--- config.mk ---
export PLATFORM = sky130hd
export DESIGN_NAME = fci_host
export DESIGN_NICKNAME = d
export VERILOG_FILES = /design/src/fci_pkg.sv /design/src/fci_host.sv
export SDC_FILE = /design/constraint.sdc
export NUM_CORES = 1
export LEC_CHECK = 0
export ABC_CLOCK_PERIOD_IN_PS = 3200
export BUFFER_PORTS_ARGS = -buffer_cell sky130_fd_sc_hd__buf_2
export CORE_ASPECT_RATIO = 0.8
export CORE_MARGIN = 2
export CORE_UTILIZATION = 39
export DETAILED_ROUTE_END_ITERATION = 12
export GPL_TIMING_DRIVEN = 0
export PLACE_DENSITY = 0.73
export SYNTH_ARGS = -nofsm -noshare
export SYNTH_HDL_FRONTEND = slang
export SYNTH_SLANG_ARGS = --single-unit
--- constraint.sdc ---
create_clock -name REF_CLK_I -period 3.2 [get_ports REF_CLK_I]
set_clock_uncertainty 0.15 [all_clocks]
set_input_delay 0.48 -clock REF_CLK_I [delete_from_list [all_inputs] [get_ports REF_CLK_I]]
set_output_delay 0.48 -clock REF_CLK_I [all_outputs]
set_load 0.01 [all_outputs]
--- src/fci_pkg.sv ---
// Purpose: Shared constants for the flash command host controller
// Assumes: 40 MHz reference clock, byte-wide NOR flash on parallel pins
// Notes: Register offsets are byte addresses on the APB side
package fci_pkg;
  // Clock rate and bus timing
  localparam int CLK_MHZ = 40;
  localparam int T_PHASE_NS = 50;   // Setup, strobe low and hold phase of a write
  localparam int T_ACC_NS = 100;    // Read access time allowed before sampling
  localparam int T_RST_WAIT_US = 10; // Wait after read/reset issued in erase mode
  localparam int PHASE_CYC = (T_PHASE_NS * CLK_MHZ + 999) / 1000;
  localparam int ACC_CYC = (T_ACC_NS * CLK_MHZ + 999) / 1000;
  localparam int RST_WAIT_CYC = T_RST_WAIT_US * CLK_MHZ;
  // Register offsets
  localparam logic [7:0] OFS_CTRL = 8'h00;
  localparam logic [7:0] OFS_ADDR = 8'h04;
  localparam logic [7:0] OFS_WDATA = 8'h08;
  localparam logic [7:0] OFS_RESULT = 8'h0C;
  localparam logic [7:0] OFS_IRQ_STAT = 8'h10;
  localparam logic [7:0] OFS_IRQ_MASK = 8'h14;
  // Control field positions
  localparam int CTRL_OP_LSB = 0;   // Two-bit operation code
  localparam int CTRL_START = 2;    // Write one to launch
  localparam int CTRL_ERASE = 3;    // Device is known to be in an erase mode
  localparam int CTRL_UNLOCK = 4;   // Precede read/reset with the unlock pair
  // Result field positions
  localparam int RES_BUSY = 8;
  localparam int RES_FAIL = 9;
  // Interrupt bits
  localparam int IRQ_DONE = 0;
  localparam int IRQ_FAIL = 1;
  // Operations
  localparam logic [1:0] OP_READ = 2'h0;
  localparam logic [1:0] OP_RESET = 2'h1;
  localparam logic [1:0] OP_AUTO = 2'h2;
  localparam logic [1:0] OP_PROG = 2'h3;
  // Command cycle addresses and data
  localparam logic [11:0] UNLOCK1_ADDR = 12'h555;
  localparam logic [11:0] UNLOCK2_ADDR = 12'h2AA;
  localparam logic [11:0] CMD_ADDR = 12'h555;
  localparam logic [7:0] UNLOCK1_DATA = 8'hAA;
  localparam logic [7:0] UNLOCK2_DATA = 8'h55;
  localparam logic [7:0] READ_RESET_CMD = 8'hF0;
  localparam logic [7:0] AUTO_SELECT_CMD = 8'h90;
  localparam logic [7:0] PROGRAM_CMD = 8'hA0;
  // Status byte flag positions
  localparam int POLLING_FLAG = 7;
  localparam int TOGGLE_FLAG = 6;
  localparam int ERROR_FLAG = 5;
  // Reset values
  localparam logic [31:0] RESET_WORD = 32'h0000_0000;
  // Controller states, Gray along the usual path
  typedef enum logic [2:0] {
    ST_IDLE = 3'h0, ST_W_SET = 3'h1, ST_W_LOW = 3'h3, ST_W_HIGH = 3'h2,
    ST_R_SET = 3'h6, ST_R_CAP = 3'h7, ST_WAIT = 3'h5
  } fci_state_t;
endpackage

--- src/fci_host.sv ---
// Purpose: Host controller driving an asynchronous NOR flash command interface
// Assumes: Flash data pins sampled synchronously; APB slave for software
// Notes: One operation at a time; start is ignored while busy
//
// The register addresses and the APB slave port were chosen for this implementation.
`timescale 1ns/10ps
module fci_host
  import fci_pkg::*;
(
  input wire logic REF_CLK_I,
  input wire logic RESET_I,
  input wire logic PSEL_I,
  input wire logic PENABLE_I,
  input wire logic PWRITE_I,
  input wire logic [7:0] PADDR_I,
  input wire logic [31:0] PWDATA_I,
  output logic [31:0] PRDATA_O,
  output logic PREADY_O,
  output logic PSLVERR_O,
  output logic IRQ_O,
  output logic [19:0] FL_ADDR_O,
  input wire logic [7:0] FL_DQ_I,
  output logic [7:0] FL_DQ_O,
  output logic FL_DQ_OE_O,
  output logic FL_CE_N_O,
  output logic FL_OE_N_O,
  output logic FL_WE_N_O
);
  // Software-visible registers
  logic [4:0] ctrl_reg;        // Op, erase-mode and unlock choice
  logic [19:0] addr_reg;       // Target address
  logic [7:0] wdata_reg;       // Program data
  logic [7:0] rbyte_reg;       // Last byte read from the flash
  logic fail_reg;              // Last operation was a program that reported failure
  logic [1:0] stat_reg;        // Sticky events
  logic [1:0] mask_reg;        // Interrupt enables
  // Sequencer state
  fci_state_t state_reg;
  fci_state_t state_next;
  logic [8:0] cnt_reg;         // Phase counter, wide enough for the reset wait
  logic [1:0] idx_reg;         // Write cycle within the sequence
  logic retry_reg;             // Error flag seen once, re-read pending
  logic busy_reg;
  logic done_pulse;
  logic fail_pulse;
  // APB decode
  wire apb_acc = PSEL_I && PENABLE_I && !PREADY_O;
  // A write lands only at the completing edge, where the master samples ready high
  wire apb_wr = PSEL_I && PENABLE_I && PREADY_O && PWRITE_I;
  // Order being written: a bare read/reset opens with the command itself
  wire first_bare = (PWDATA_I[CTRL_OP_LSB +: 2] == OP_RESET) && !PWDATA_I[CTRL_UNLOCK];
  wire hit_ctrl = PADDR_I == OFS_CTRL;
  wire hit_addr = PADDR_I == OFS_ADDR;
  wire hit_wdata = PADDR_I == OFS_WDATA;
  wire hit_res = PADDR_I == OFS_RESULT;
  wire hit_stat = PADDR_I == OFS_IRQ_STAT;
  wire hit_mask = PADDR_I == OFS_IRQ_MASK;
  wire hit_any = hit_ctrl | hit_addr | hit_wdata | hit_res | hit_stat | hit_mask;
  wire start = apb_wr && hit_ctrl && PWDATA_I[CTRL_START] && !busy_reg;
  wire [31:0] rd_mux =
    hit_ctrl ? {27'h0, ctrl_reg} :
    hit_addr ? {12'h0, addr_reg} :
    hit_wdata ? {24'h0, wdata_reg} :
    hit_res ? {22'h0, fail_reg, busy_reg, rbyte_reg} :
    hit_stat ? {30'h0, stat_reg} :
    hit_mask ? {30'h0, mask_reg} : RESET_WORD;
  // Sequence shape from the stored operation
  wire [1:0] op = ctrl_reg[CTRL_OP_LSB +: 2];
  wire unlock_path = (op != OP_RESET) || ctrl_reg[CTRL_UNLOCK];
  // Number of writes minus one; a bare reset is a single command write
  wire [1:0] last_idx = (op == OP_PROG) ? 2'h3 : unlock_path ? 2'h2 : 2'h0;
  wire has_writes = op != OP_READ;
  // Step index as seen on the command table
  wire [1:0] eff_idx = unlock_path ? idx_reg : 2'h2;
  wire [7:0] cmd_byte = (op == OP_PROG) ? PROGRAM_CMD :
    (op == OP_AUTO) ? AUTO_SELECT_CMD : READ_RESET_CMD;
  // Upper address lines are zero on command cycles; the device ignores them
  wire [19:0] step_addr =
    (eff_idx == 2'h0) ? {8'h0, UNLOCK1_ADDR} :
    (eff_idx == 2'h1) ? {8'h0, UNLOCK2_ADDR} :
    (eff_idx == 2'h2) ? {8'h0, CMD_ADDR} : addr_reg;
  wire [7:0] step_data =
    (eff_idx == 2'h0) ? UNLOCK1_DATA :
    (eff_idx == 2'h1) ? UNLOCK2_DATA :
    (eff_idx == 2'h2) ? cmd_byte : wdata_reg;
  // Per-state dwell and its end
  wire [8:0] lim = (state_reg == ST_WAIT) ? 9'(RST_WAIT_CYC - 1) :
    (state_reg == ST_R_SET) ? 9'(ACC_CYC - 1) : 9'(PHASE_CYC - 1);
  wire cnt_end = cnt_reg == lim;
  // Program polling: polling flag equals true data when finished
  wire poll_ok = FL_DQ_I[POLLING_FLAG] == wdata_reg[POLLING_FLAG];
  wire poll_err = FL_DQ_I[ERROR_FLAG];
  wire last_write = idx_reg == last_idx;

  // Next state of the pin sequencer
  always_comb begin
    state_next = state_reg;
    done_pulse = 1'b0;
    fail_pulse = 1'b0;
    unique case (state_reg)
      ST_IDLE: begin
        if (start) begin
          state_next = (PWDATA_I[1:0] != OP_READ) ? ST_W_SET : ST_R_SET;
        end
      end
      ST_W_SET: begin
        if (cnt_end) begin
          state_next = ST_W_LOW;
        end
      end
      ST_W_LOW: begin
        if (cnt_end) begin
          state_next = ST_W_HIGH;
        end
      end
      ST_W_HIGH: begin
        if (cnt_end && !last_write) begin
          state_next = ST_W_SET;
        end else if (cnt_end && op == OP_RESET && ctrl_reg[CTRL_ERASE]) begin
          state_next = ST_WAIT;
        end else if (cnt_end && op == OP_RESET) begin
          state_next = ST_IDLE;
          done_pulse = 1'b1;
        end else if (cnt_end) begin
          state_next = ST_R_SET;  // Identification read or first status poll
        end
      end
      ST_R_SET: begin
        if (cnt_end) begin
          state_next = ST_R_CAP;
        end
      end
      ST_R_CAP: begin
        if (op != OP_PROG || poll_ok) begin
          state_next = ST_IDLE;
          done_pulse = 1'b1;
        end else if (poll_err && retry_reg) begin
          // Error flag set and the re-read still mismatches
          state_next = ST_IDLE;
          done_pulse = 1'b1;
          fail_pulse = 1'b1;
        end else begin
          state_next = ST_R_SET;  // Keep polling while the device is busy
        end
      end
      ST_WAIT: begin
        if (cnt_end) begin
          state_next = ST_IDLE;
          done_pulse = 1'b1;
        end
      end
      default: begin
        state_next = ST_IDLE;
      end
    endcase
  end

  // State, counter and step index
  always_ff @(posedge REF_CLK_I) begin
    if (RESET_I) begin
      state_reg <= ST_IDLE;
      cnt_reg <= 9'h0;
      idx_reg <= 2'h0;
    end else begin
      state_reg <= state_next;
      cnt_reg <= (state_next != state_reg) ? 9'h0 : cnt_reg + 9'h1;
      if (state_reg == ST_IDLE) begin
        idx_reg <= 2'h0;
      end else if (state_reg == ST_W_HIGH && cnt_end && !last_write) begin
        idx_reg <= idx_reg + 2'h1;
      end
    end
  end

  // Retry flag for the second look after the error flag shows
  always_ff @(posedge REF_CLK_I) begin
    if (RESET_I || state_reg == ST_IDLE) begin
      retry_reg <= 1'b0;
    end else if (state_reg == ST_R_CAP && poll_err && !poll_ok) begin
      retry_reg <= 1'b1;
    end
  end

  // Flash pins; address and data held through the whole strobe
  always_ff @(posedge REF_CLK_I) begin
    if (RESET_I) begin
      FL_ADDR_O <= 20'h0;
      FL_DQ_O <= 8'h0;
      FL_DQ_OE_O <= 1'b0;
      FL_CE_N_O <= 1'b1;
      FL_OE_N_O <= 1'b1;
      FL_WE_N_O <= 1'b1;
    end else begin
      FL_CE_N_O <= !(state_next inside {ST_W_SET, ST_W_LOW, ST_W_HIGH, ST_R_SET, ST_R_CAP});
      FL_WE_N_O <= state_next != ST_W_LOW;
      // Output enable lifts for one cycle between polls, so every status read is a
      // fresh read and the toggle flag can move
      FL_OE_N_O <= !(state_next == ST_R_CAP || (state_next == ST_R_SET && state_reg != ST_R_CAP));
      // Bus released for every read so status bytes can come back
      FL_DQ_OE_O <= state_next inside {ST_W_SET, ST_W_LOW, ST_W_HIGH};
      if (state_next == ST_W_SET && state_reg == ST_IDLE) begin
        // Stored control is not updated yet here, so decode the order on the bus
        FL_ADDR_O <= first_bare ? {8'h0, CMD_ADDR} : {8'h0, UNLOCK1_ADDR};
        FL_DQ_O <= first_bare ? READ_RESET_CMD : UNLOCK1_DATA;
      end else if (state_next == ST_W_SET) begin
        FL_ADDR_O <= step_addr;
        FL_DQ_O <= step_data;
      end else if (state_next == ST_R_SET) begin
        FL_ADDR_O <= addr_reg;   // Low bits pick maker, part or block query
      end
    end
  end

  // Software registers; control is frozen while busy
  always_ff @(posedge REF_CLK_I) begin
    if (RESET_I) begin
      ctrl_reg <= 5'h0;
      addr_reg <= 20'h0;
      wdata_reg <= 8'h0;
      mask_reg <= 2'h0;
    end else if (apb_wr && !busy_reg) begin
      if (hit_ctrl) ctrl_reg <= {PWDATA_I[4:3], 1'b0, PWDATA_I[1:0]};
      if (hit_addr) addr_reg <= PWDATA_I[19:0];
      if (hit_wdata) wdata_reg <= PWDATA_I[7:0];
      if (hit_mask) mask_reg <= PWDATA_I[1:0];
    end else if (apb_wr && hit_mask) begin
      mask_reg <= PWDATA_I[1:0];
    end
  end

  // Busy, captured byte and failure result
  always_ff @(posedge REF_CLK_I) begin
    if (RESET_I) begin
      busy_reg <= 1'b0;
      rbyte_reg <= 8'h0;
      fail_reg <= 1'b0;
    end else begin
      busy_reg <= (start | busy_reg) & !done_pulse;
      if (state_reg == ST_R_CAP) rbyte_reg <= FL_DQ_I;
      if (start) fail_reg <= 1'b0;
      else if (fail_pulse) fail_reg <= 1'b1;
    end
  end

  // Sticky events; a new event wins over a write-one clear in the same cycle
  always_ff @(posedge REF_CLK_I) begin
    if (RESET_I) begin
      stat_reg <= 2'h0;
      IRQ_O <= 1'b0;
    end else begin
      stat_reg <= (stat_reg & ~((apb_wr && hit_stat) ? PWDATA_I[1:0] : 2'h0))
        | {fail_pulse, done_pulse};
      IRQ_O <= |(stat_reg & mask_reg);
    end
  end

  // APB answer: one wait state, error on unmapped offsets
  always_ff @(posedge REF_CLK_I) begin
    if (RESET_I) begin
      PREADY_O <= 1'b0;
      PRDATA_O <= RESET_WORD;
      PSLVERR_O <= 1'b0;
    end else begin
      PREADY_O <= PSEL_I && PENABLE_I && !PREADY_O;
      PRDATA_O <= (apb_acc && !PWRITE_I) ? rd_mux : RESET_WORD;
      PSLVERR_O <= apb_acc && !hit_any;
    end
  end

  // Write strobe one cycle ago, for the strobe edge checks below
  logic we_prev_reg;
  always_ff @(posedge REF_CLK_I) begin
    if (RESET_I) begin
      we_prev_reg <= 1'b1;
    end else begin
      we_prev_reg <= FL_WE_N_O;
    end
  end
  wire we_fall = !FL_WE_N_O && we_prev_reg;
  a_unlock_first: assert property (@(posedge REF_CLK_I) disable iff (RESET_I)
    we_fall && unlock_path && idx_reg == 2'h0 |->
      FL_ADDR_O[11:0] == UNLOCK1_ADDR && FL_DQ_O == UNLOCK1_DATA)
    else $error("first unlock cycle wrong");
  a_unlock_second: assert property (@(posedge REF_CLK_I) disable iff (RESET_I)
    we_fall && unlock_path && idx_reg == 2'h1 |->
      FL_ADDR_O[11:0] == UNLOCK2_ADDR && FL_DQ_O == UNLOCK2_DATA)
    else $error("second unlock cycle wrong");
  a_auto_cmd: assert property (@(posedge REF_CLK_I) disable iff (RESET_I)
    we_fall && op == OP_AUTO && idx_reg == 2'h2 |->
      FL_ADDR_O[11:0] == CMD_ADDR && FL_DQ_O == AUTO_SELECT_CMD)
    else $error("auto select command wrong");
  a_prog_cmd: assert property (@(posedge REF_CLK_I) disable iff (RESET_I)
    we_fall && op == OP_PROG && idx_reg == 2'h2 |-> FL_DQ_O == PROGRAM_CMD)
    else $error("program command wrong");
  a_prog_data: assert property (@(posedge REF_CLK_I) disable iff (RESET_I)
    we_fall && op == OP_PROG && idx_reg == 2'h3 |->
      FL_ADDR_O == addr_reg && FL_DQ_O == wdata_reg)
    else $error("program data cycle wrong");
  a_reset_cmd: assert property (@(posedge REF_CLK_I) disable iff (RESET_I)
    we_fall && op == OP_RESET |-> FL_DQ_O == step_data && last_write == (eff_idx == 2'h2))
    else $error("read reset cycle wrong");
  a_reset_wait: assert property (@(posedge REF_CLK_I) disable iff (RESET_I)
    $rose(state_reg == ST_WAIT) |-> (busy_reg && FL_CE_N_O)[*8] ##[1:400] done_pulse)
    else $error("reset wait too short or unbounded");
  a_strobe_stable: assert property (@(posedge REF_CLK_I) disable iff (RESET_I)
    !FL_WE_N_O && !$past(FL_WE_N_O) |-> $stable(FL_ADDR_O) && $stable(FL_DQ_O))
    else $error("address or data moved under write strobe");
  a_read_release: assert property (@(posedge REF_CLK_I) disable iff (RESET_I)
    !FL_OE_N_O |-> !FL_DQ_OE_O && FL_WE_N_O)
    else $error("data bus driven during a read");
  c_prog_done: cover property (@(posedge REF_CLK_I) done_pulse && op == OP_PROG && !fail_pulse);
  c_prog_fail: cover property (@(posedge REF_CLK_I) fail_pulse);
  c_auto_done: cover property (@(posedge REF_CLK_I) done_pulse && op == OP_AUTO);
  c_reset_wait: cover property (@(posedge REF_CLK_I) state_reg == ST_WAIT && cnt_end);
endmodule // fci_host

# After elaboration in Yosys (flattened, before gate mapping)
# Index checks and enable logic that the tools add are counted.
[totals]
reg_bits = 128
word_cells = 181
[classes]
eq_ne = 31
add_sub_neg = 2
bitwise = 12
reduce_logical = 59
mux = 51
[op_table]
columns = ["cell", "n"]
rows = [
  ["$mux 20", 6],
  ["$mux 8", 5],
  ["$mux 3", 12],
  ["$logic_and 1x1->1", 23],
  ["$mux 7", 3],
  ["$pmux 3 s7", 1],
  ["$mux 10", 2],
  ["$mux 2", 10],
  ["$eq 8x4->1 const B", 2],
  ["$eq 8x5->1 const B", 2],
  ["$eq 3x3->1 const B", 5],
  ["$eq 3x2->1 const B", 4],
  ["$reduce_or 2->1", 6],
  ["$mux 11", 1],
  ["$logic_not 1->1", 10],
  ["$add 9x1->9 const B", 1],
  ["$eq 9x9->1", 1],
  ["$mux 9", 1],
  ["$eq 8x3->1 const B", 1],
  ["$logic_not 8->1", 1],
  ["$mux 1", 8],
  ["$reduce_and 2->1", 4],
  ["$reduce_bool 2->1", 4],
  ["$reduce_or 7->1", 1],
  ["25 further kinds", 41],
]

# Longest topological paths before layout
[depth]
ltp_word = 13
depth_mapped = 12

# Worst setup path before layout
# OpenSTA, ideal clock, no wires.
[synth_path]
kind = "input -> register"
start = "in PADDR_I[0]"
end = "reg FL_ADDR_O[14]"
t_arrival_ps = 3052
setup_slack_ps = -119
n_path_buf = 4
required_ps = 2933
path_stages = 11
path_cell_list = "or4_1 > or4_4 > buf_6 > o22ai_4 > a211oi_2 > or3_1 > clkbuf_2 > and3_1 > buf_6 > buf_8 > a32o_1"
[synth_via]
elab_chain_cells = 9
elab_cells_between_ends = 12
classes_between = "2 x eq/ne; 3 x mux; 7 x reduce/logical"
[synth_rtl]
columns = ["element", "line", "rtl"]
rows = [
  ["start: declaration", "fci_host.sv:15", "input wire logic [7:0] PADDR_I,"],
  ["$logic_not 8->1 (*)", "fci_host.sv:52", "wire hit_ctrl = PADDR_I == OFS_CTRL;"],
  ["$logic_and 1x1->1 (*) (3 in a row)", "fci_host.sv:59", "wire start = apb_wr && hit_ctrl && PWDATA_I[CTRL_START] && !busy_reg;"],
  ["$mux 3 (*)", "fci_host.sv:102", "if (start) begin"],
  ["$pmux 3 s7 (*)", "fci_host.sv:100", "unique case (state_reg)"],
  ["$eq 3x1->1", "fci_host.sv:201, fci_host.sv:205", ""],
  ["$logic_and 1x1->1", "fci_host.sv:201", "if (state_next == ST_W_SET && state_reg == ST_IDLE) begin"],
  ["$reduce_or 2->1 (no source line)", "n/a", ""],
  ["end signal: assignment", "fci_host.sv:203", "FL_ADDR_O <= first_bare ? {8'h0, CMD_ADDR} : {8'h0, UNLOCK1_ADDR};"],
  ["end signal: assignment", "fci_host.sv:206", "FL_ADDR_O <= step_addr;"],
  ["end signal: assignment", "fci_host.sv:209", "FL_ADDR_O <= addr_reg;"],
  ["end: declaration", "fci_host.sv:21", "output logic [19:0] FL_ADDR_O,"],
]
# Every way passes the cells marked *; elsewhere a longest branch is shown, timed or not.
# A chain may end at the register's enable or synchronous reset.

# Worst setup path after layout
[layout_path]
start = "in PADDR_I[1]"
end = "reg FL_ADDR_O[18]"
# Same word-level chain as after synthesis.

==> out/results.txt <==
largest area contributor in the netlist -> dfxtp_1
worst slew pin tran -> 739 ps
initial antenna violation count -> 0
clk_lat worst skew -> 420 ps
ys flop type -> dfxtp_1
Mapped Area -> 0.00499 mm^2
PD cells -> 533 mW/mm^2
Comb pwr share -> 0.042
Initial Util -> 0.404
fin area -> 0.00643 mm^2
Via Count -> 4763
final hold slack -> 143 ps
ANT cells -> 0
outcome -> finished clean
nets -> 748
top-area cell type share of the netlist area -> 0.465
CP endpoint kind -> flip-flop
Yosys reg bits -> 116
routability cong. -> 0.892
final core occ -> 0.521
TritonCTS Buffers -> 17
Initial DRT Pass Iterations -> 6
Ys Warns -> 0
vias in the first global route -> 4482
synthesized area per cell -> 8.80 um^2
reg2reg start -> idx_reg[1]$_SDFFE_PP0P_
CP arrival -> 3240 ps
Worst VDD drop -> 0.379 mV
die width -> 130 um
asr flop ratio synth -> 0
Pleak -> 2.68 nW
share of layout cells above drive strength 1 -> 0.252
via/cell ratio -> 5.42
Hold Path Class -> input pin to flip-flop
period utilization -> 0.965
Slew Limit Fails -> 0
CORE AREA -> 0.0123 mm^2
Iteration-0 DRC Markers -> 529
Layout Cells excl Fill -> 878
Post-Synthesis Cells -> 567
Internal Power -> 2.69 mW
Layout Area Growth over Synthesis -> 28.8%
Finish-stage setup viols -> 0
GRT Overall Usage -> 0.218
f_max -> 0.324 GHz
Final Hold Violating Endpoints -> 0
Post-synth EDFFs -> 0
Worst Path Max Fanout -> 10
FF+latch area -> 0.00232 mm^2
DIE AREA -> 0.0137 mm^2
CTS H-tree depth -> 4
Multi-input gate area -> 0.00252 mm^2
sw frac -> 0.216
# IOs -> 120
Routed Wire Length -> 14900 um
post-layout min period -> 3090 ps
most area-consuming cells after synthesis -> dfxtp_1 (47%), a21oi_1 (5.7%), nand2_1 (5.7%), nor2_1 (4.9%), mux2i_1 (3.2%)
Hold Buf Count CTS -> 0
CTS Sinks -> 116
first-pass GRT wire length -> 22900 um
pin count of the biggest net entering global routing -> 17
Clk pwr share -> 0.534
sequential share of power -> 0.424
DRC viols -> 0
Hold Crit Start -> PWRITE_I
Detailed Place HPWL -> 11000 um
NetSw -> 0.742 mW
Routed WL per cell -> 17.0 um
FP Rows -> 36
Filler cells -> 1136
PortBufs -> 94
Seq/Total Area, Yosys -> 0.465
Cell variety after synth -> 67
Max Buffers Root-to-Sink -> 2
chip height -> 105 um
CTS tree -> yes
Crit. Startpoint -> PADDR_I[1]
Root Buffer Master -> clkbuf_16
WS Path Type -> input pin to flip-flop
post-place instance area -> 0.00575 mm^2
placed instance count -> 843
grt total ovfl -> 0
MaxCap Viol Count -> 0
max_slew headroom -> 0.506
antenna-violating nets left -> 0
Req. time, crit path -> 3350 ps
clock-pin transition on the worst setup and hold timing paths -> 50 ps
crit start category -> input pin
## synth_stat cells, types with 11 or more instances
cell      count
buf_4        13
and2_1       15
dfxtp_1     116
o21ai_0      12
nand3_1      16
clkbuf_1     18
inv_1        11
a21oi_1      57
nand2_1      76
nor2_1       65
mux2i_1      16
## power by group through the flow
stage          clock network, mW  logic [mW]  registers (mW)
2_1_floorplan                  0      0.0836            1.48
3_3_place_gp                   0       0.134            1.49
3_5_place_dp                   0       0.137            1.49
4_1_cts                     1.84       0.137            1.46
5_1_grt                     1.90       0.156            1.45
6_report                    1.83       0.143            1.46
## final timing paths
check                                    end  slack [ps]  cells past startpoint
setup reg to reg     FL_DQ_O[4]$_SDFFE_PP0P_         150                     10
hold reg to reg      FL_DQ_O[0]$_SDFFE_PP0P_         310                      2
hold / removal        PRDATA_O[1]$_SDFF_PP0_         140                      2
setup / recovery  FL_ADDR_O[18]$_SDFFE_PP0P_         110                     11
## per-stage QoR
stage	setup TNS (ps)	power, mW	worst slack (ps)
after floorplan	-451	1.57	-85.0
after global placement	-12430	1.62	-633
after detailed placement	-17090	1.62	-803
after CTS	0	3.43	17.4
after global routing	-84.3	3.51	-26.5
final	0	3.43	111
## kinds of logic (layout without fill, tap and decap cells)
group	Yosys count	in the layout	synth area share
other cells	1	12	0.000751
xor+xnor	13	13	0.0228
simple gates	220	220	0.206
buf+inv	55	184	0.0594
flops	116	116	0.465
fa+ha+maj	1	1	0.00251
compound gates	139	139	0.193
mux	22	22	0.0501
## metal layers
metal	vias up	GRT usage	share of wire	routed length, um
li1	2253	-	-	-
met1	2244	0.296	0.44	6550
met2	243	0.324	0.43	6460
met3	23	0.0650	0.11	1650
met4	0	0.0859	0.016	239
met5	-	0	0	0
## layout make-up
cell class                      instances  area share
Buffer                                 42      0.0395
Clock buffer                           23      0.0728
Clock inverter                          9      0.0162
Inverter                               12     0.00701
Multi-Input combinational cell        407       0.392
Sequential cell                       116       0.361
Tap cell                              171      0.0333
Timing Repair Buffer                   98      0.0779
## repair_timing
item	4_1_cts	5_1_grt
buffers inserted	2	2
setup endpoints to repair	39	25
gates resized for setup	4	9
pin swaps	1	3
## placed cells by master (no fill, tap or decap), types with 3 or more instances in the layout
| cell | n |
|---|---|
| a211oi_1 | 3 |
| a21o_1 | 4 |
| a21oi_1 | 57 |
| a22o_1 | 5 |
| a22oi_1 | 5 |
| a311oi_1 | 3 |
| a31o_2 | 5 |
| a31oi_1 | 4 |
| a32o_1 | 9 |
| and2_1 | 15 |
| and3_1 | 5 |
| buf_2 | 98 |
| buf_4 | 17 |
| clkbuf_1 | 21 |
| clkbuf_16 | 17 |
| clkinv_2 | 4 |
| conb_1 | 12 |
| dfxtp_1 | 116 |
| inv_1 | 11 |
| mux2_2 | 4 |
| mux2i_1 | 16 |
| nand2_1 | 76 |
| nand2b_1 | 4 |
| nand3_1 | 16 |
| nand4_1 | 8 |
| nor2_1 | 65 |
| nor3_1 | 8 |
| o211ai_1 | 3 |
| o21ai_0 | 12 |
| o2bb2ai_1 | 5 |
| or3_1 | 3 |
| or4_4 | 3 |
| xnor2_1 | 4 |
| xor2_1 | 8 |
## worst max-delay path, stage by stage
cell	delay [ps]
buf_2	110
or4_4	540
or4_4	540
buf_6	160
o22ai_4	210
a211oi_4	120
or3_4	430
and3_4	170
buf_6	140
buf_8	140
a32o_1	200
Note: power is estimated with default switching activity, not from simulation.
